$ cat config.mk
export PLATFORM = sky130hd
export DESIGN_NAME = agc_fec_cfg
export DESIGN_NICKNAME = d
export VERILOG_FILES = /design/src/core/cfg_pkg.sv /design/src/core/interval_if.sv /design/src/core/interval_monitor.sv /design/src/core/agc_fec_cfg.sv
export SDC_FILE = /design/constraint.sdc
export NUM_CORES = 1
export LEC_CHECK = 0
export ABC_AREA = 1
export BUFFER_PORTS_ARGS = -buffer_cell sky130_fd_sc_hd__clkbuf_2
export CAP_MARGIN = 20
export CORE_MARGIN = 3
export CORE_UTILIZATION = 50
export CTS_BUF_LIST = sky130_fd_sc_hd__clkbuf_2 sky130_fd_sc_hd__clkbuf_4 sky130_fd_sc_hd__clkbuf_8
export CTS_CLUSTER_DIAMETER = 120
export DETAILED_ROUTE_END_ITERATION = 8
export GPL_ROUTABILITY_DRIVEN = 0
export GPL_TIMING_DRIVEN = 0
export PLACE_DENSITY = 0.69
export SLEW_MARGIN = 20
export SYNTH_ARGS = -nofsm -noshare
export SYNTH_HDL_FRONTEND = slang
export SYNTH_SLANG_ARGS = --single-unit
$ cat constraint.sdc
create_clock -name ref_clk_i -period 6.18 [get_ports ref_clk_i]
set_input_delay 0.309 -clock ref_clk_i [delete_from_list [all_inputs] [get_ports ref_clk_i]]
set_output_delay 0.309 -clock ref_clk_i [all_outputs]
set_load 0.01 [all_outputs]
$ cat src/core/cfg_pkg.sv
package cfg_pkg;

  // Register indexes; byte address is four times the index
  localparam logic [5:0] IDX_RECV_CTRL   = 6'h00;
  localparam logic [5:0] IDX_GAIN_CTRL   = 6'h04;
  localparam logic [5:0] IDX_VSB_LOW     = 6'h1B;
  localparam logic [5:0] IDX_VSB_MID     = 6'h1C;
  localparam logic [5:0] IDX_VSB_HIGH    = 6'h1D;
  localparam logic [5:0] IDX_QAM_LOW     = 6'h1E;
  localparam logic [5:0] IDX_QAM_MID     = 6'h1F;
  localparam logic [5:0] IDX_QAM_HIGH    = 6'h20;
  localparam logic [5:0] IDX_THRESH_LOW  = 6'h21;
  localparam logic [5:0] IDX_THRESH_HIGH = 6'h22;
  localparam logic [5:0] IDX_RECV_STATUS = 6'h26;

  // Field positions
  localparam int GAIN_INVERT_BIT = 2;
  localparam int OVER_THRESH_BIT = 3;

  // Values after reset
  localparam logic [1:0] RST_DEMOD_SEL   = 2'h0;
  localparam logic [2:0] RST_GAIN_CTRL   = 3'h7;
  localparam logic [7:0] RST_VSB_LOW     = 8'hBC;
  localparam logic [7:0] RST_VSB_MID     = 8'h64;
  localparam logic [7:0] RST_VSB_HIGH    = 8'h00;
  localparam logic [7:0] RST_QAM_LOW     = 8'h00;
  localparam logic [7:0] RST_QAM_MID     = 8'h08;
  localparam logic [7:0] RST_QAM_HIGH    = 8'h00;
  localparam logic [7:0] RST_THRESH_LOW  = 8'h05;
  localparam logic [3:0] RST_THRESH_HIGH = 4'h0;

  localparam int INTERVAL_WIDTH  = 24;
  localparam int THRESHOLD_WIDTH = 12;

  typedef enum logic [1:0] {
    DEMOD_VSB8   = 2'b00,
    DEMOD_RSVD   = 2'b01,
    DEMOD_QAM64  = 2'b10,
    DEMOD_QAM256 = 2'b11
  } demod_sel_t;

endpackage

$ cat src/core/interval_if.sv
`timescale 1ns/1ps
`default_nettype none
interface interval_if #(
  parameter int IW = 24,
  parameter int TW = 12
);
  logic [IW-1:0] interval;
  logic [TW-1:0] threshold;
  logic          restart;
  logic          block_done;
  logic          seg_error;
  logic          over_threshold;
  logic          interval_done;

  modport ctrl (
    output interval, threshold, restart, block_done, seg_error,
    input  over_threshold, interval_done
  );
  modport mon (
    input  interval, threshold, restart, block_done, seg_error,
    output over_threshold, interval_done
  );
endinterface
`default_nettype wire

$ cat src/core/interval_monitor.sv
`timescale 1ns/1ps
`default_nettype none
module interval_monitor #(
  parameter int IW = 24,
  parameter int TW = 12
) (
  input  wire logic ref_clk_i,
  input  wire logic rstn_i,
  interval_if.mon   mon
);
  import cfg_pkg::*;

  logic [IW-1:0] block_cnt_reg;
  logic [TW:0]   err_cnt_reg;
  logic          over_reg;
  logic          done_reg;

  wire [IW-1:0] block_cnt_inc = block_cnt_reg + 1'b1;
  // Zero interval closes on every block rather than never
  wire          at_end = mon.block_done && (block_cnt_inc >= mon.interval);
  // One extra bit saturates so a long burst never wraps below threshold
  wire          err_sat = &err_cnt_reg;
  wire [TW:0]   err_total = (mon.seg_error && !err_sat) ?
                            err_cnt_reg + 1'b1 : err_cnt_reg;

  assign mon.over_threshold = over_reg;
  assign mon.interval_done  = done_reg;

  always_ff @(posedge ref_clk_i or negedge rstn_i) begin
    if (!rstn_i) begin
      block_cnt_reg <= '0;
      err_cnt_reg   <= '0;
      over_reg      <= 1'b0;
      done_reg      <= 1'b0;
    end else if (mon.restart) begin
      block_cnt_reg <= '0;
      err_cnt_reg   <= '0;
      over_reg      <= 1'b0;
      done_reg      <= 1'b0;
    end else begin
      done_reg <= at_end;
      if (at_end) begin
        block_cnt_reg <= '0;
        err_cnt_reg   <= '0;
        over_reg      <= (err_total > {1'b0, mon.threshold});
      end else begin
        if (mon.block_done)
          block_cnt_reg <= block_cnt_inc;
        err_cnt_reg <= err_total;
      end
    end
  end
endmodule
`default_nettype wire

$ cat src/core/agc_fec_cfg.sv
// Functional notes
// - Gain and interval settings take effect only at the next soft reset.
// - A write to register 00h starts a soft reset that applies settings.
// - Gain control bit 2 at 1 inverts the gain output and is 1 after reset.
// - VSB interval bits 23:0 come from bytes 1Dh, 1Ch, 1Bh, high to low.
// - QAM interval bits 23:0 come from bytes 20h, 1Fh, 1Eh, high to low.
// - An interval counts decoded blocks; errors accumulate over that many.
// - Demod select 00 is VSB, 1x QAM, 01 reserved; 00 and 01 use the VSB interval, 1x the QAM one.
// - Status is 1 when an interval's errors exceed the 12-bit threshold.
`timescale 1ns/1ps
`default_nettype none
module agc_fec_cfg #(
  parameter int INTERVAL_W  = cfg_pkg::INTERVAL_WIDTH,
  parameter int THRESHOLD_W = cfg_pkg::THRESHOLD_WIDTH
) (
  input  wire logic        ref_clk_i,
  input  wire logic        rstn_i,
  input  wire logic [7:0]  avs_address_i,
  input  wire logic        avs_read_i,
  input  wire logic        avs_write_i,
  input  wire logic [31:0] avs_writedata_i,
  input  wire logic [3:0]  avs_byteenable_i,
  output logic      [31:0] avs_readdata_o,
  output logic             avs_waitrequest_o,
  input  wire logic        gain_ctrl_raw_i,
  input  wire logic        rs_block_done_i,
  input  wire logic        segment_error_i,
  output logic             gain_control_output_o,
  output logic      [1:0]  demod_type_select_o,
  output logic             soft_reset_o,
  output logic             interval_done_o,
  output logic             segment_error_over_threshold_o
);
  import cfg_pkg::*;

  if (INTERVAL_W != 24 || THRESHOLD_W != 12) begin : g_check
    $error("Register map serves only 24-bit intervals, 12-bit threshold");
  end

  // Shadow registers written by software
  logic [1:0]  demod_sel_reg;
  logic [2:0]  gain_ctrl_reg;
  logic [7:0]  vsb_byte_reg [3];
  logic [7:0]  qam_byte_reg [3];
  logic [7:0]  thresh_low_reg;
  logic [3:0]  thresh_high_reg;

  // Working copies taken at soft reset
  logic                   act_invert_reg;
  logic [1:0]             act_demod_reg;
  logic [INTERVAL_W-1:0]  act_vsb_reg;
  logic [INTERVAL_W-1:0]  act_qam_reg;
  logic [THRESHOLD_W-1:0] act_thresh_reg;

  logic        soft_rst_reg;
  logic        wait_reg;
  logic [31:0] rdata_reg;
  logic        gain_out_reg;
  logic        blk_reg;
  logic        err_reg;

  interval_if #(.IW(INTERVAL_W), .TW(THRESHOLD_W)) ivl ();

  // Bus handshake: waitrequest drops one cycle after a request appears
  wire       req      = avs_read_i || avs_write_i;
  wire       accept   = req && !wait_reg;
  wire       wr_fire  = accept && avs_write_i && avs_byteenable_i[0];
  wire [5:0] idx      = avs_address_i[7:2];
  wire [7:0] wbyte    = avs_writedata_i[7:0];

  function automatic logic hit(input logic [5:0] a, input logic [5:0] b);
    return a == b;
  endfunction

  wire [INTERVAL_W-1:0] vsb_word = {vsb_byte_reg[2], vsb_byte_reg[1],
                                    vsb_byte_reg[0]};
  wire [INTERVAL_W-1:0] qam_word = {qam_byte_reg[2], qam_byte_reg[1],
                                    qam_byte_reg[0]};

  logic [7:0] rbyte;
  always_comb begin
    rbyte = 8'h00;
    if (hit(idx, IDX_RECV_CTRL))
      rbyte = {6'h00, demod_sel_reg};
    else if (hit(idx, IDX_GAIN_CTRL))
      rbyte = {5'h00, gain_ctrl_reg};
    else if (hit(idx, IDX_VSB_LOW))
      rbyte = vsb_byte_reg[0];
    else if (hit(idx, IDX_VSB_MID))
      rbyte = vsb_byte_reg[1];
    else if (hit(idx, IDX_VSB_HIGH))
      rbyte = vsb_byte_reg[2];
    else if (hit(idx, IDX_QAM_LOW))
      rbyte = qam_byte_reg[0];
    else if (hit(idx, IDX_QAM_MID))
      rbyte = qam_byte_reg[1];
    else if (hit(idx, IDX_QAM_HIGH))
      rbyte = qam_byte_reg[2];
    else if (hit(idx, IDX_THRESH_LOW))
      rbyte = thresh_low_reg;
    else if (hit(idx, IDX_THRESH_HIGH))
      rbyte = {4'h0, thresh_high_reg};
    else if (hit(idx, IDX_RECV_STATUS))
      rbyte = {4'h0, ivl.over_threshold, 3'h0};
  end

  // Reserved select 01 falls back to the VSB count
  wire use_qam = act_demod_reg[1];

  assign ivl.interval   = use_qam ? act_qam_reg : act_vsb_reg;
  assign ivl.threshold  = act_thresh_reg;
  assign ivl.restart    = soft_rst_reg;
  assign ivl.block_done = blk_reg;
  assign ivl.seg_error  = err_reg;

  interval_monitor #(.IW(INTERVAL_W), .TW(THRESHOLD_W)) u_monitor (
    .ref_clk_i (ref_clk_i),
    .rstn_i    (rstn_i),
    .mon       (ivl.mon)
  );

  always_ff @(posedge ref_clk_i or negedge rstn_i) begin
    if (!rstn_i) begin
      wait_reg  <= 1'b1;
      rdata_reg <= 32'h0000_0000;
    end else begin
      wait_reg <= !(req && wait_reg);
      if (req && wait_reg)
        rdata_reg <= {24'h00_0000, rbyte};
    end
  end

  always_ff @(posedge ref_clk_i or negedge rstn_i) begin
    if (!rstn_i) begin
      demod_sel_reg   <= RST_DEMOD_SEL;
      gain_ctrl_reg   <= RST_GAIN_CTRL;
      vsb_byte_reg[0] <= RST_VSB_LOW;
      vsb_byte_reg[1] <= RST_VSB_MID;
      vsb_byte_reg[2] <= RST_VSB_HIGH;
      qam_byte_reg[0] <= RST_QAM_LOW;
      qam_byte_reg[1] <= RST_QAM_MID;
      qam_byte_reg[2] <= RST_QAM_HIGH;
      thresh_low_reg  <= RST_THRESH_LOW;
      thresh_high_reg <= RST_THRESH_HIGH;
    end else if (wr_fire) begin
      if (hit(idx, IDX_RECV_CTRL))
        demod_sel_reg <= wbyte[1:0];
      else if (hit(idx, IDX_GAIN_CTRL))
        gain_ctrl_reg <= wbyte[2:0];
      else if (hit(idx, IDX_VSB_LOW))
        vsb_byte_reg[0] <= wbyte;
      else if (hit(idx, IDX_VSB_MID))
        vsb_byte_reg[1] <= wbyte;
      else if (hit(idx, IDX_VSB_HIGH))
        vsb_byte_reg[2] <= wbyte;
      else if (hit(idx, IDX_QAM_LOW))
        qam_byte_reg[0] <= wbyte;
      else if (hit(idx, IDX_QAM_MID))
        qam_byte_reg[1] <= wbyte;
      else if (hit(idx, IDX_QAM_HIGH))
        qam_byte_reg[2] <= wbyte;
      else if (hit(idx, IDX_THRESH_LOW))
        thresh_low_reg <= wbyte;
      else if (hit(idx, IDX_THRESH_HIGH))
        thresh_high_reg <= wbyte[3:0];
    end
  end

  // Any byte lane counts: the write itself is the trigger
  always_ff @(posedge ref_clk_i or negedge rstn_i) begin
    if (!rstn_i)
      soft_rst_reg <= 1'b0;
    else
      soft_rst_reg <= accept && avs_write_i &&
                      hit(idx, IDX_RECV_CTRL);
  end

  // Settings move into use only on the soft reset pulse
  always_ff @(posedge ref_clk_i or negedge rstn_i) begin
    if (!rstn_i) begin
      act_invert_reg <= RST_GAIN_CTRL[GAIN_INVERT_BIT];
      act_demod_reg  <= RST_DEMOD_SEL;
      act_vsb_reg    <= {RST_VSB_HIGH, RST_VSB_MID, RST_VSB_LOW};
      act_qam_reg    <= {RST_QAM_HIGH, RST_QAM_MID, RST_QAM_LOW};
      act_thresh_reg <= {RST_THRESH_HIGH, RST_THRESH_LOW};
    end else if (soft_rst_reg) begin
      act_invert_reg <= gain_ctrl_reg[GAIN_INVERT_BIT];
      act_demod_reg  <= demod_sel_reg;
      act_vsb_reg    <= vsb_word;
      act_qam_reg    <= qam_word;
      act_thresh_reg <= {thresh_high_reg, thresh_low_reg};
    end
  end

  // Inputs registered once so every path starts from a flop
  always_ff @(posedge ref_clk_i or negedge rstn_i) begin
    if (!rstn_i) begin
      gain_out_reg <= 1'b0;
      blk_reg      <= 1'b0;
      err_reg      <= 1'b0;
    end else begin
      gain_out_reg <= gain_ctrl_raw_i ^ act_invert_reg;
      blk_reg      <= rs_block_done_i;
      err_reg      <= segment_error_i;
    end
  end

  assign avs_readdata_o                 = rdata_reg;
  assign avs_waitrequest_o              = wait_reg;
  assign gain_control_output_o          = gain_out_reg;
  assign demod_type_select_o            = act_demod_reg;
  assign soft_reset_o                   = soft_rst_reg;
  assign interval_done_o                = ivl.interval_done;
  assign segment_error_over_threshold_o = ivl.over_threshold;

endmodule
`default_nettype wire

==> results of run 1 <==
==> cells by family after synthesis <==
logic type / synth area share
xor+xnor: 0.0240
other cells: 0.000383
simple gates: 0.260
fa+ha+maj: 0.0485
buf+inv: 0.0958
flops: 0.463
compound gates: 0.108
==> cell usage after synthesis (13+ instances only) <==
cell type,instances,area (sq um)
sky130_fd_sc_hd__nand2_1,411,1540
sky130_fd_sc_hd__dfrtp_1,153,3830
sky130_fd_sc_hd__inv_1,150,563
sky130_fd_sc_hd__o21ai_0,125,626
sky130_fd_sc_hd__nor2_1,109,409
sky130_fd_sc_hd__ha_1,38,475
sky130_fd_sc_hd__nand3_1,37,185
sky130_fd_sc_hd__dfstp_2,27,709
sky130_fd_sc_hd__buf_4,25,188
sky130_fd_sc_hd__clkbuf_1,25,93.8
sky130_fd_sc_hd__xor2_1,22,193
sky130_fd_sc_hd__a21oi_1,19,95.1
sky130_fd_sc_hd__nand4_1,17,106
sky130_fd_sc_hd__o21ai_1,16,80.1
sky130_fd_sc_hd__o21bai_1,13,97.6
==> per-layer routing <==
| metal | wire length, um | vias up |
|---|---|---|
| li1 | - | 4121 |
| met1 | 11400 | 3827 |
| met2 | 11700 | 261 |
| met3 | 1570 | 39 |
| met4 | 564 | 0 |
| met5 | 0 | - |
==> cell type report <==
type,count,area [sq um]
repair buffers,42,284
inverters,155,583
flip-flops and latches,180,4540
clock buffers,21,277
multi-input cells,894,4410
plain buffers,61,355
fillers,1794,8090
well taps,260,325
clock inverters,11,96.3
==> worst max-delay path by stage <==
stage	start	endpoint	slack, ns	cells past startpoint
final	u_monitor.block_cnt_reg[0]	u_monitor.block_cnt_reg[19]	2.70	20
after global routing	u_monitor.block_cnt_reg[0]	u_monitor.block_cnt_reg[19]	2.30	20
after CTS	u_monitor.block_cnt_reg[0]	u_monitor.block_cnt_reg[19]	2.62	20
after detailed placement	u_monitor.block_cnt_reg[0]	u_monitor.block_cnt_reg[21]	2.63	20
after global placement	rstn_i	demod_sel_reg[0]	1.41	1
after floorplan	u_monitor.block_cnt_reg[0]	u_monitor.block_cnt_reg[19]	3.39	20
==> worst max-delay path, stage by stage, from the launching register on <==
cell                       delay, ns
sky130_fd_sc_hd__dfrtp_1        0.43
sky130_fd_sc_hd__ha_1           0.20
sky130_fd_sc_hd__nand2_1        0.10
sky130_fd_sc_hd__nor2_4         0.14
sky130_fd_sc_hd__nand2_2        0.07
sky130_fd_sc_hd__nor2_2         0.21
sky130_fd_sc_hd__and2_4         0.22
sky130_fd_sc_hd__nand2_1        0.08
sky130_fd_sc_hd__xor2_1         0.21
sky130_fd_sc_hd__inv_1          0.06
sky130_fd_sc_hd__ha_1           0.27
sky130_fd_sc_hd__nand2_1        0.06
sky130_fd_sc_hd__nor2_1         0.16
sky130_fd_sc_hd__nand2_1        0.10
sky130_fd_sc_hd__nor2_1         0.11
sky130_fd_sc_hd__nand2_1        0.06
sky130_fd_sc_hd__nand4_1        0.09
sky130_fd_sc_hd__nand2_1        0.15
sky130_fd_sc_hd__nand2_2        0.22
sky130_fd_sc_hd__buf_2          0.30
sky130_fd_sc_hd__o21bai_1       0.10
==> power by group <==
part           internal, mW  switching [mW]  total (mW)
Sequential             1.24          0.0661        1.31
Combinational         0.161           0.299       0.460
Clock                 0.319           0.449       0.768
==> impl_summary.txt, run 1 <==
----------------------------------------------------
[Outcome]
  Status ... finished, final reports clean

[STA]
  Final critical-path required period ... 3.48 ns
  Transition time at the pin with the least slew margin ... 0.649 ns
  Tightest slew margin relative to the limit ... 0.567
  Final worst setup slack ... 2.70 ns
  Count of final max-slew check failures ... 0
  Skew final ... 0.0138 ns
  Setup TNS ... 0 ns
  Final-report setup violation count ... 0
  RSZ-0062 raised after global routing ... false
  Final hold viol count ... 0
  Final period util ... 0.563
  Final worst hold slack ... 0.132 ns
  Maximum clock rate ... 0.287 GHz

[Drt]
  Remaining DRCs ... 0
  First-pass detailed-route iteration total ... 5
  Final WL ... 25200 um
  Via density ... 5.08
  Mean routed wirelength per cell ... 15.5 um
  Number of vias in the routed layout ... 8248
  Number of design-rule violations left by the first detailed-router iteration ... 768
  Antenna Violating Nets Remaining ... 0

[Yosys]
  Number of distinct library cells after synthesis ... 43
  Mean instance size in the synthesized netlist ... 7.73 sq um
  Yosys reg bits ... 180
  Syn Std Cell Area ... 0.00980 sq mm
  Number of warning messages in the yosys log ... 0
  Async set or reset register ratio after synthesis ... 1.00
  Most used DFF post-synth ... sky130_fd_sc_hd__dfrtp_1
  EDFF count, synth ... 0
  Mapped Cells ... 1267
  Portion of the post-synthesis area used by sequential elements ... 0.463

[Global routing]
  Met1 global-route usage ... 0.337
  Pin count of the biggest net entering global routing ... 88
  Global-route wire length before repair ... 40700 um
  M2 GR Usage ... 0.385
  Combined global-route utilization of all metal layers ... 0.240
  Overflow left after global routing ... 0
  Via count of the first global-routing pass ... 7802
  Number of antenna violations at the first check in global routing ... 0
  Met3 demand-to-capacity share in global routing ... 0.0414
  Most used routing layer in global routing ... met2

[Setup path]
  Crit Path Class ... reg -> reg
  Setup crit start kind ... flip-flop
  Register-to-Register Setup Slack ... 2.70 ns
  Worst Reg2Reg Path Length in Cells ... 20
  Type of element capturing the critical path ... flip-flop
  Data required time at the worst endpoint ... 6.53 ns
  Signal arrival time at the worst endpoint ... 3.83 ns
  Worst Path Max Fanout ... 10
  Reg2reg end ... u_monitor.block_cnt_reg[19]
  Reg-to-reg critical path startpoint ... u_monitor.block_cnt_reg[0]

[Cells and area]
  Cell area after layout ... 0.0109 sq mm
  Leading cell type in the layout, fill and taps excluded ... sky130_fd_sc_hd__nand2_1
  Final non-filler cell total ... 1624
  Final-stage net count ... 1440
  Highest-count cells in the layout ignoring fill and taps ... sky130_fd_sc_hd__nand2_1 (411), sky130_fd_sc_hd__dfrtp_1 (153), sky130_fd_sc_hd__inv_1 (150), sky130_fd_sc_hd__o21ai_0 (125), sky130_fd_sc_hd__nor2_1 (109)
  Relative area change from synthesis to final layout ... 10.9%
  Antenna Diode Count ... 0
  Fraction of layout instances using a drive strength above 1 ... 0.126
  Final core utilization ... 0.573

[Min path]
  Hold-critical path endpoint ... soft_reset_o
  Min-Delay Path Depth ... 3
  Min-delay src ... avs_write_i
  Hold WC Path Type ... in -> reg

[Placed design]
  Post-placement setup slack ... 2.63 ns
  IO buf count ... 36
  Half-perimeter wire length of the detailed placement result ... 19000 um
  Inst Count DP ... 1588
  Area after DPL ... 0.0105 sq mm

[Power and ir drop]
  Static Leakage ... 5.54 nW
  Total design power ... 2.54 mW
  Maximum vdd ir drop ... 0.184 mV
  Pwr per Cell Area ... 233 mW/mm^2

[Clocking]
  TritonCTS buffer count ... 17
  Number of gates resized after cts ... 0
  Cts hold-fix bufs ... 4
  H-tree depth ... 4
  Clock latency at the later pin of the worst-skew pair ... 0.47 ns
  Clock tree from TritonCTS ... done
  Cell at the root of the clock tree ... sky130_fd_sc_hd__clkbuf_8
  Buffer count from post-CTS setup fixing ... 0
  Deepest clock path buffer count ... 2
  Clock-pin slew on the worst setup and hold paths ... 0.10 ns
  Clock sink count ... 180

[Floorplan]
  Die width ... 146 um
  Initial Utilization ... 0.517
  Number of cell rows ... 50
  Die outline area ... 0.0213 sq mm
  Area of the core ... 0.0190 sq mm
  Ports ... 90
  Die outline height ... 146 um

[Run]
  Number of violations of the max-capacitance limit ... 0

----------------------------------------------------
(Power assumes the default switching activity.)
==> run 2: changes to the inputs <==
ABC_AREA = 0   (was 1)
PLACE_DENSITY = 0.72   (was 0.69)
clock period = 3.2 ns   (was 6.18 ns; I/O delays follow)
==> impl_summary.txt, run 2 <==
----------------------------------------------------
[Outcome]
  Status ... finished, violations left
  Failing checks ... negative setup slack

[Yosys]
  Share of synthesized cell area in full adder, half adder and majority cells ... 0.0513
  Post-Synth Simple-Gate Area ... 0.106
  Library cell with the largest summed area after synthesis ... sky130_fd_sc_hd__dfrtp_1
  EDFF count, synth ... 0
  Number of distinct library cells after synthesis ... 67
  Dominant combinational cell family by area after synthesis ... multiplexers
  Async set or reset register ratio after synthesis ... 1.00
  Area fraction of the dominant cell type after synthesis ... 0.413
  Cell types with the highest counts after synthesis ... sky130_fd_sc_hd__dfrtp_1 (153), sky130_fd_sc_hd__mux2_2 (120), sky130_fd_sc_hd__nand2_1 (54)
  Yosys reg bits ... 180
  Mux cell area share after synthesis ... 0.184
  Compound-gate portion of the synthesized area ... 0.0854
  Biggest area contributors in the synthesized netlist ... sky130_fd_sc_hd__dfrtp_1 (41%), sky130_fd_sc_hd__mux2_2 (15%), sky130_fd_sc_hd__dfstp_2 (7.7%)
  Most repeated cell in the gate-level netlist after synthesis ... sky130_fd_sc_hd__dfrtp_1
  Portion of the post-synthesis area used by sequential elements ... 0.489
  Mapped Cells ... 793
  Most used DFF post-synth ... sky130_fd_sc_hd__dfrtp_1
  Number of warning messages in the yosys log ... 0
  Post-synthesis xor/xnor area fraction ... 0.0406
  Mean instance size in the synthesized netlist ... 11.7 sq um
  Syn Std Cell Area ... 0.00927 sq mm

[Setup path]
  Type of element capturing the critical path ... flip-flop
  Worst Path Buf+Inv ... 2
  Signal arrival time at the worst endpoint ... 3.90 ns
  CP max stage delay ... 0.63 ns
  Critical-path top delay cell ... sky130_fd_sc_hd__dfrtp_1
  Worst Path Max Fanout ... 10
  Setup crit start kind ... flip-flop
  Data required time at the worst endpoint ... 3.61 ns
  Crit Path Class ... reg -> reg
  Top cell family by delay on the critical path ... simple AND/OR/NAND/NOR gates
  Register-to-Register Setup Slack ... -0.29 ns
  List of cells traversed by the critical path ... buf_2, mux2i_1, ha_1, nand4_1, nor3_1, or4_4, a211oi_4, or2_4, buf_6, a32o_1

[STA]
  Final worst hold slack ... 0.0367 ns
  Transition time at the pin with the least slew margin ... 1.27 ns
  RSZ-0062 raised after global routing ... true
  Final-report setup violation count ... 39
  Maximum clock rate ... 0.286 GHz
  Skew final ... 0.0163 ns
  Final hold viol count ... 0
  Count of final max-slew check failures ... 0
  Final critical-path required period ... 3.49 ns
  Tightest slew margin relative to the limit ... 0.148
  Final worst setup slack ... -0.292 ns
  Final period util ... 1.09

[Power and ir drop]
  Psw ... 1.50 mW
  Maximum vdd ir drop ... 0.327 mV
  Combinational share of power ... 0.175
  Internal power of the cells ... 3.63 mW
  Register share of total power ... 0.478
  Pwr per Cell Area ... 462 mW/mm^2
  Clock power share ... 0.347
  Net switching fraction of the power ... 0.292
  Static Leakage ... 5.14 nW
  Total design power ... 5.13 mW

[Floorplan]
  Area of the core ... 0.0181 sq mm
  Ports ... 90
  Die outline area ... 0.0202 sq mm
  Number of cell rows ... 49
  Die outline height ... 142 um
  Die width ... 142 um
  Initial Utilization ... 0.513

[Cells and area]
  Fraction of layout instances using a drive strength above 1 ... 0.379
  Leading cell type in the layout, fill and taps excluded ... sky130_fd_sc_hd__dfrtp_1
  Highest-count cells in the layout ignoring fill and taps ... sky130_fd_sc_hd__dfrtp_1 (147), sky130_fd_sc_hd__mux2_2 (120), sky130_fd_sc_hd__buf_4 (56), sky130_fd_sc_hd__nand2_1 (49), sky130_fd_sc_hd__nor2_1 (37)
  Final-stage net count ... 1001
  Antenna Diode Count ... 0
  Relative area change from synthesis to final layout ... 19.7%
  Filler Cell Count ... 1389
  Final core utilization ... 0.613
  Final non-filler cell total ... 1154

[Min path]
  Hold WC Path Type ... in -> reg

[Clocking]
  Clock latency at the later pin of the worst-skew pair ... 0.48 ns
  Clock-pin slew on the worst setup and hold paths ... 0.10 ns
  Deepest clock path buffer count ... 2
  Cell at the root of the clock tree ... sky130_fd_sc_hd__clkbuf_8
  H-tree depth ... 4
  Clock sink count ... 180
  TritonCTS buffer count ... 17
  Clock tree from TritonCTS ... done

[Drt]
  Final WL ... 22600 um
  First-pass detailed-route iteration total ... 5
  Mean routed wirelength per cell ... 19.6 um
  Number of vias in the routed layout ... 6530
  Via density ... 5.66
  Number of design-rule violations left by the first detailed-router iteration ... 472
  Antenna Violating Nets Remaining ... 0
  Remaining DRCs ... 0

[Global routing]
  Combined global-route utilization of all metal layers ... 0.227
  M2 GR Usage ... 0.383
  Met3 demand-to-capacity share in global routing ... 0.0410
  Pin count of the biggest net entering global routing ... 82
  Most used routing layer in global routing ... met2
  Overflow left after global routing ... 0
  Global-route wire length before repair ... 35300 um
  Number of antenna violations at the first check in global routing ... 0
  Met1 global-route usage ... 0.304
  Via count of the first global-routing pass ... 6436

[Placed design]
  Post-placement setup slack ... -0.851 ns
  IO buf count ... 34
  Inst Count DP ... 1081
  Half-perimeter wire length of the detailed placement result ... 15600 um

[Run]
  Number of violations of the max-capacitance limit ... 0

----------------------------------------------------
-- run 2: repair_timing --
action | CTS | global route
pin swaps | 27 | 30
setup endpoints to repair | 39 | 39
hold endpoints to repair | 176 | 0
resized for setup | 55 | 19
hold buffers | 6 | 0
cloned | 1 | 0
setup buffers | 24 | 11
-- run 2: layer usage --
metal	part of all wire	up-vias
met5	0	-
met4	0.021	0
met3	0.047	30
met2	0.49	198
met1	0.44	3254
li1	-	3048
-- run 2: worst reg2reg max path, stage by stage, from the launching register on --
cell and delay, ns:
sky130_fd_sc_hd__dfrtp_1 0.63, sky130_fd_sc_hd__buf_2 0.44, sky130_fd_sc_hd__mux2i_1 0.41, sky130_fd_sc_hd__ha_1 0.33
sky130_fd_sc_hd__nand4_1 0.15, sky130_fd_sc_hd__nor3_1 0.07, sky130_fd_sc_hd__or4_4 0.54, sky130_fd_sc_hd__a211oi_4 0.34
sky130_fd_sc_hd__or2_4 0.23, sky130_fd_sc_hd__buf_6 0.13, sky130_fd_sc_hd__a32o_1 0.17
-- run 2: final timing paths --
| kind | startpoint | end | depth (start not counted) |
|---|---|---|---|
| setup / recovery | demod_type_select_o[1] | u_monitor.block_cnt_reg[13] | 10 |
| hold / removal | avs_writedata_i[6] | vsb_byte_reg[6] | 2 |
| setup reg to reg | demod_type_select_o[1] | u_monitor.block_cnt_reg[13] | 10 |
| hold reg to reg | avs_readdata_o[6] | avs_readdata_o[6] | 2 |
| max in group asynchronous | rstn_i | u_monitor.block_cnt_reg[1] | 3 |
| min in group asynchronous | rstn_i | vsb_byte_reg[12] | 2 |
-- run 2: cell families (layout without fill, tap and decap cells) --
kind of cell / count (synthesis) / count (layout)
buffers and inverters: 77 / 186
multiplexers: 154 / 154
other: 1 / 24
flip-flops: 180 / 180
XOR/XNOR: 43 / 43
adder cells (fa/ha/maj): 38 / 38
AND/OR/NAND/NOR: 187 / 187
AO/OA/AOI/OAI: 113 / 113
-- run 2: cell type report --
class | count | area, sq um | area share
clock buffer | 18 | 248 | 0.0223
sequential | 180 | 4550 | 0.410
multi-input combinational | 559 | 4780 | 0.431
timing repair buffer | 78 | 583 | 0.0525
buffer | 58 | 374 | 0.0337
clock inverter | 14 | 210 | 0.0189
inverter | 18 | 67.6 | 0.00609
tap | 229 | 287 | 0.0258
-- run 2: power by group through the flow --
| stage | clock (mW) | combinational [mW] | sequential, mW |
|---|---|---|---|
| 3_5_place_dp | 0 | 0.704 | 2.50 |
| 3_3_place_gp | 0 | 0.676 | 2.50 |
| 2_1_floorplan | 0 | 0.464 | 2.48 |
| 4_1_cts | 1.80 | 0.870 | 2.45 |
| 6_report | 1.78 | 0.899 | 2.45 |
| 5_1_grt | 1.90 | 0.976 | 2.46 |
-- run 2: stage by stage --
step / area [sq um] / setup TNS, ns
3_5_place_dp: 9950 / -30.22
4_1_cts: 10900 / -2.58
3_3_place_gp: 9870 / -243.04
5_1_grt: 11100 / -12.26
2_1_floorplan: 9420 / -1.10
6_report: 11100 / -7.98
==> run 3: changes to the inputs <==
ABC_AREA = 1   (was 0)
==> impl_summary.txt, run 3 (synthesis results as in run 1) <==
----------------------------------------------------
[Power and ir drop]
  Pwr per Cell Area ... 461 mW/mm^2
  Maximum vdd ir drop ... 0.283 mV
  Static Leakage ... 5.60 nW

[Setup path]
  Worst Path Buf+Inv ... 2
  Type of element capturing the critical path ... flip-flop
  Cell repeated most along the worst path ... sky130_fd_sc_hd__nand2_1
  Data required time at the worst endpoint ... 3.55 ns
  Critical path origin ... u_monitor.block_cnt_reg[0]
  List of cells traversed by the critical path ... ha_2, nand2_1, nor2_4, nand2_2, nor2_4, and2_4, nand2_1, xor2_2, inv_1, ha_1, nand2_1, nor2_2, nand2_1, nor2_1, nand2_1, nand4_1, nand2_2, nand2_4, buf_8, o21bai_1
  Setup crit start kind ... flip-flop
  Reg-to-reg critical path startpoint ... u_monitor.block_cnt_reg[0]
  Crit Path Class ... reg -> reg
  Worst Path Max Fanout ... 10
  Top cell family by delay on the critical path ... simple AND/OR/NAND/NOR gates
  CP max stage delay ... 0.40 ns
  Signal arrival time at the worst endpoint ... 3.34 ns
  Critical-path top delay cell ... sky130_fd_sc_hd__dfrtp_1

[Cells and area]
  Antenna Diode Count ... 0
  Leading cell type in the layout, fill and taps excluded ... sky130_fd_sc_hd__nand2_1
  Fraction of layout instances using a drive strength above 1 ... 0.135
  Final non-filler cell total ... 1631
  Cell area after layout ... 0.0110 sq mm
  Highest-count cells in the layout ignoring fill and taps ... sky130_fd_sc_hd__nand2_1 (410), sky130_fd_sc_hd__dfrtp_1 (153), sky130_fd_sc_hd__inv_1 (150), sky130_fd_sc_hd__o21ai_0 (125), sky130_fd_sc_hd__nor2_1 (107)
  Final-stage net count ... 1448
  Multi-input gate area in the final layout ... 0.00444 sq mm
  Relative area change from synthesis to final layout ... 12.3%
  Combined flip-flop and latch cell area ... 0.00454 sq mm
  Filler Cell Count ... 1749

[Floorplan]
  Area of the core ... 0.0190 sq mm
  Die outline height ... 146 um
  Number of cell rows ... 50
  Initial Utilization ... 0.517
  Die outline area ... 0.0213 sq mm
  Ports ... 90
  Die width ... 146 um

[Placed design]
  Half-perimeter wire length of the detailed placement result ... 18800 um
  Inst Count DP ... 1588
  Area after DPL ... 0.0105 sq mm
  IO buf count ... 36

[Min path]
  Hold WC Path Type ... in -> async

[Drt]
  Antenna Violating Nets Remaining ... 0
  Via density ... 5.10
  Final WL ... 25400 um
  Detailed-routing wirelength on met1 ... 11400 um
  First-pass detailed-route iteration total ... 5
  Number of vias in the routed layout ... 8318
  Remaining DRCs ... 0
  Number of design-rule violations left by the first detailed-router iteration ... 696
  Wire length on met3 ... 1450 um
  Metal2 WL ... 11800 um
  Mean routed wirelength per cell ... 15.6 um
  Max layer used ... met4

[STA]
  Skew final ... 0.0201 ns
  Final critical-path required period ... 2.98 ns
  Final hold viol count ... 0
  Count of final max-slew check failures ... 0
  Tightest slew margin relative to the limit ... 0.606
  Final worst hold slack ... 0.0845 ns
  Final period util ... 0.933
  Final-report setup violation count ... 0
  Transition time at the pin with the least slew margin ... 0.591 ns
  Maximum clock rate ... 0.335 GHz

[Global routing]
  Via count of the first global-routing pass ... 7971
  Combined global-route utilization of all metal layers ... 0.241
  Global-route wire length before repair ... 41000 um
  Overflow left after global routing ... 0
  Number of antenna violations at the first check in global routing ... 0
  Pin count of the biggest net entering global routing ... 85

[Clocking]
  Clock tree from TritonCTS ... done
  Deepest clock path buffer count ... 2
  Clock latency at the later pin of the worst-skew pair ... 0.47 ns
  H-tree depth ... 4
  Clock sink count ... 180
  TritonCTS buffer count ... 17
  Clock-pin slew on the worst setup and hold paths ... 0.11 ns
  Cell at the root of the clock tree ... sky130_fd_sc_hd__clkbuf_8

[Outcome]
  Status ... finished, final reports clean

[Run]
  Number of violations of the max-capacitance limit ... 0

----------------------------------------------------
-- run 3: changes by cell type in the layout (fill, tap and decap cells not counted), moves of 11 or more --
| cell | delta |
|---|---|
| sky130_fd_sc_hd__inv_1 | +132 |
| sky130_fd_sc_hd__o21ai_1 | +12 |
| sky130_fd_sc_hd__buf_4 | -25 |
| sky130_fd_sc_hd__nor2_1 | +70 |
| sky130_fd_sc_hd__xnor2_1 | -11 |
| sky130_fd_sc_hd__nand2_1 | +361 |
| sky130_fd_sc_hd__mux2i_1 | -33 |
| sky130_fd_sc_hd__a32o_1 | -12 |
| sky130_fd_sc_hd__mux2_2 | -120 |
| sky130_fd_sc_hd__nand3_1 | +23 |
| sky130_fd_sc_hd__o21ai_0 | +95 |
| sky130_fd_sc_hd__nor2b_1 | -14 |
| sky130_fd_sc_hd__o21bai_1 | +12 |
-- run 3: path summary, 6_finish.rpt --
| path | to | slack, ns | cells after the start |
|---|---|---|---|
| worst max register to register | u_monitor.block_cnt_reg[17] | 0.22 | 20 |
| min in group ref_clk_i | avs_readdata_o[0] | 0.16 | 5 |
| worst min-delay path | u_monitor.block_cnt_reg[11] | 0.08 | 2 |
| worst min register to register | act_vsb_reg[2] | 0.46 | 2 |
| max in group asynchronous | avs_waitrequest_o | 2.05 | 4 |
| worst max-delay path | u_monitor.block_cnt_reg[17] | 0.22 | 20 |
-- run 3: area by class of cell --
class,count,area share
buffer,61,0.0348
sequential,180,0.413
clock buffer,20,0.0239
inverter,155,0.0530
clock inverter,11,0.0107
timing repair buffer,50,0.0319
tap,260,0.0296
multi-input combinational,894,0.404
-- run 3: layer usage --
| layer | vias up | global-route usage |
|---|---|---|
| li1 | 4135 | - |
| met1 | 3877 | 0.333 |
| met2 | 259 | 0.385 |
| met3 | 47 | 0.0392 |
| met4 | 0 | 0.0875 |
| met5 | - | 0 |
-- run 3: metrics by stage --
stage | total power [mW] | TNS (ns) | worst slack [ns] | utilization
2_1_floorplan | 3.12 | 0 | 0.406 | -
3_3_place_gp | 3.43 | -214.25 | -1.36 | 0.548
3_5_place_dp | 3.46 | -6.20 | -0.314 | 0.551
4_1_cts | 5.02 | 0 | 0.00927 | 0.576
5_1_grt | 5.33 | -0.0219 | -0.0165 | 0.580
6_report | 5.07 | 0 | 0.215 | 0.580
-- run 3: power breakdown --
part / internal, mW / switching [mW]
Sequential: 2.40 / 0.124
Clock: 0.670 / 0.868
Combinational: 0.395 / 0.615
-- run 3: timing repair --
| action | in CTS | in global routing |
|---|---|---|
| resized for setup | 6 | 13 |
| setup buffers | 1 | 6 |
| setup endpoints to repair | 30 | 39 |
| endpoints found under the hold margin | 91 | 0 |
| pin swaps | 1 | 3 |
| hold buffers | 5 | 0 |
| gates cloned | 0 | 0 |
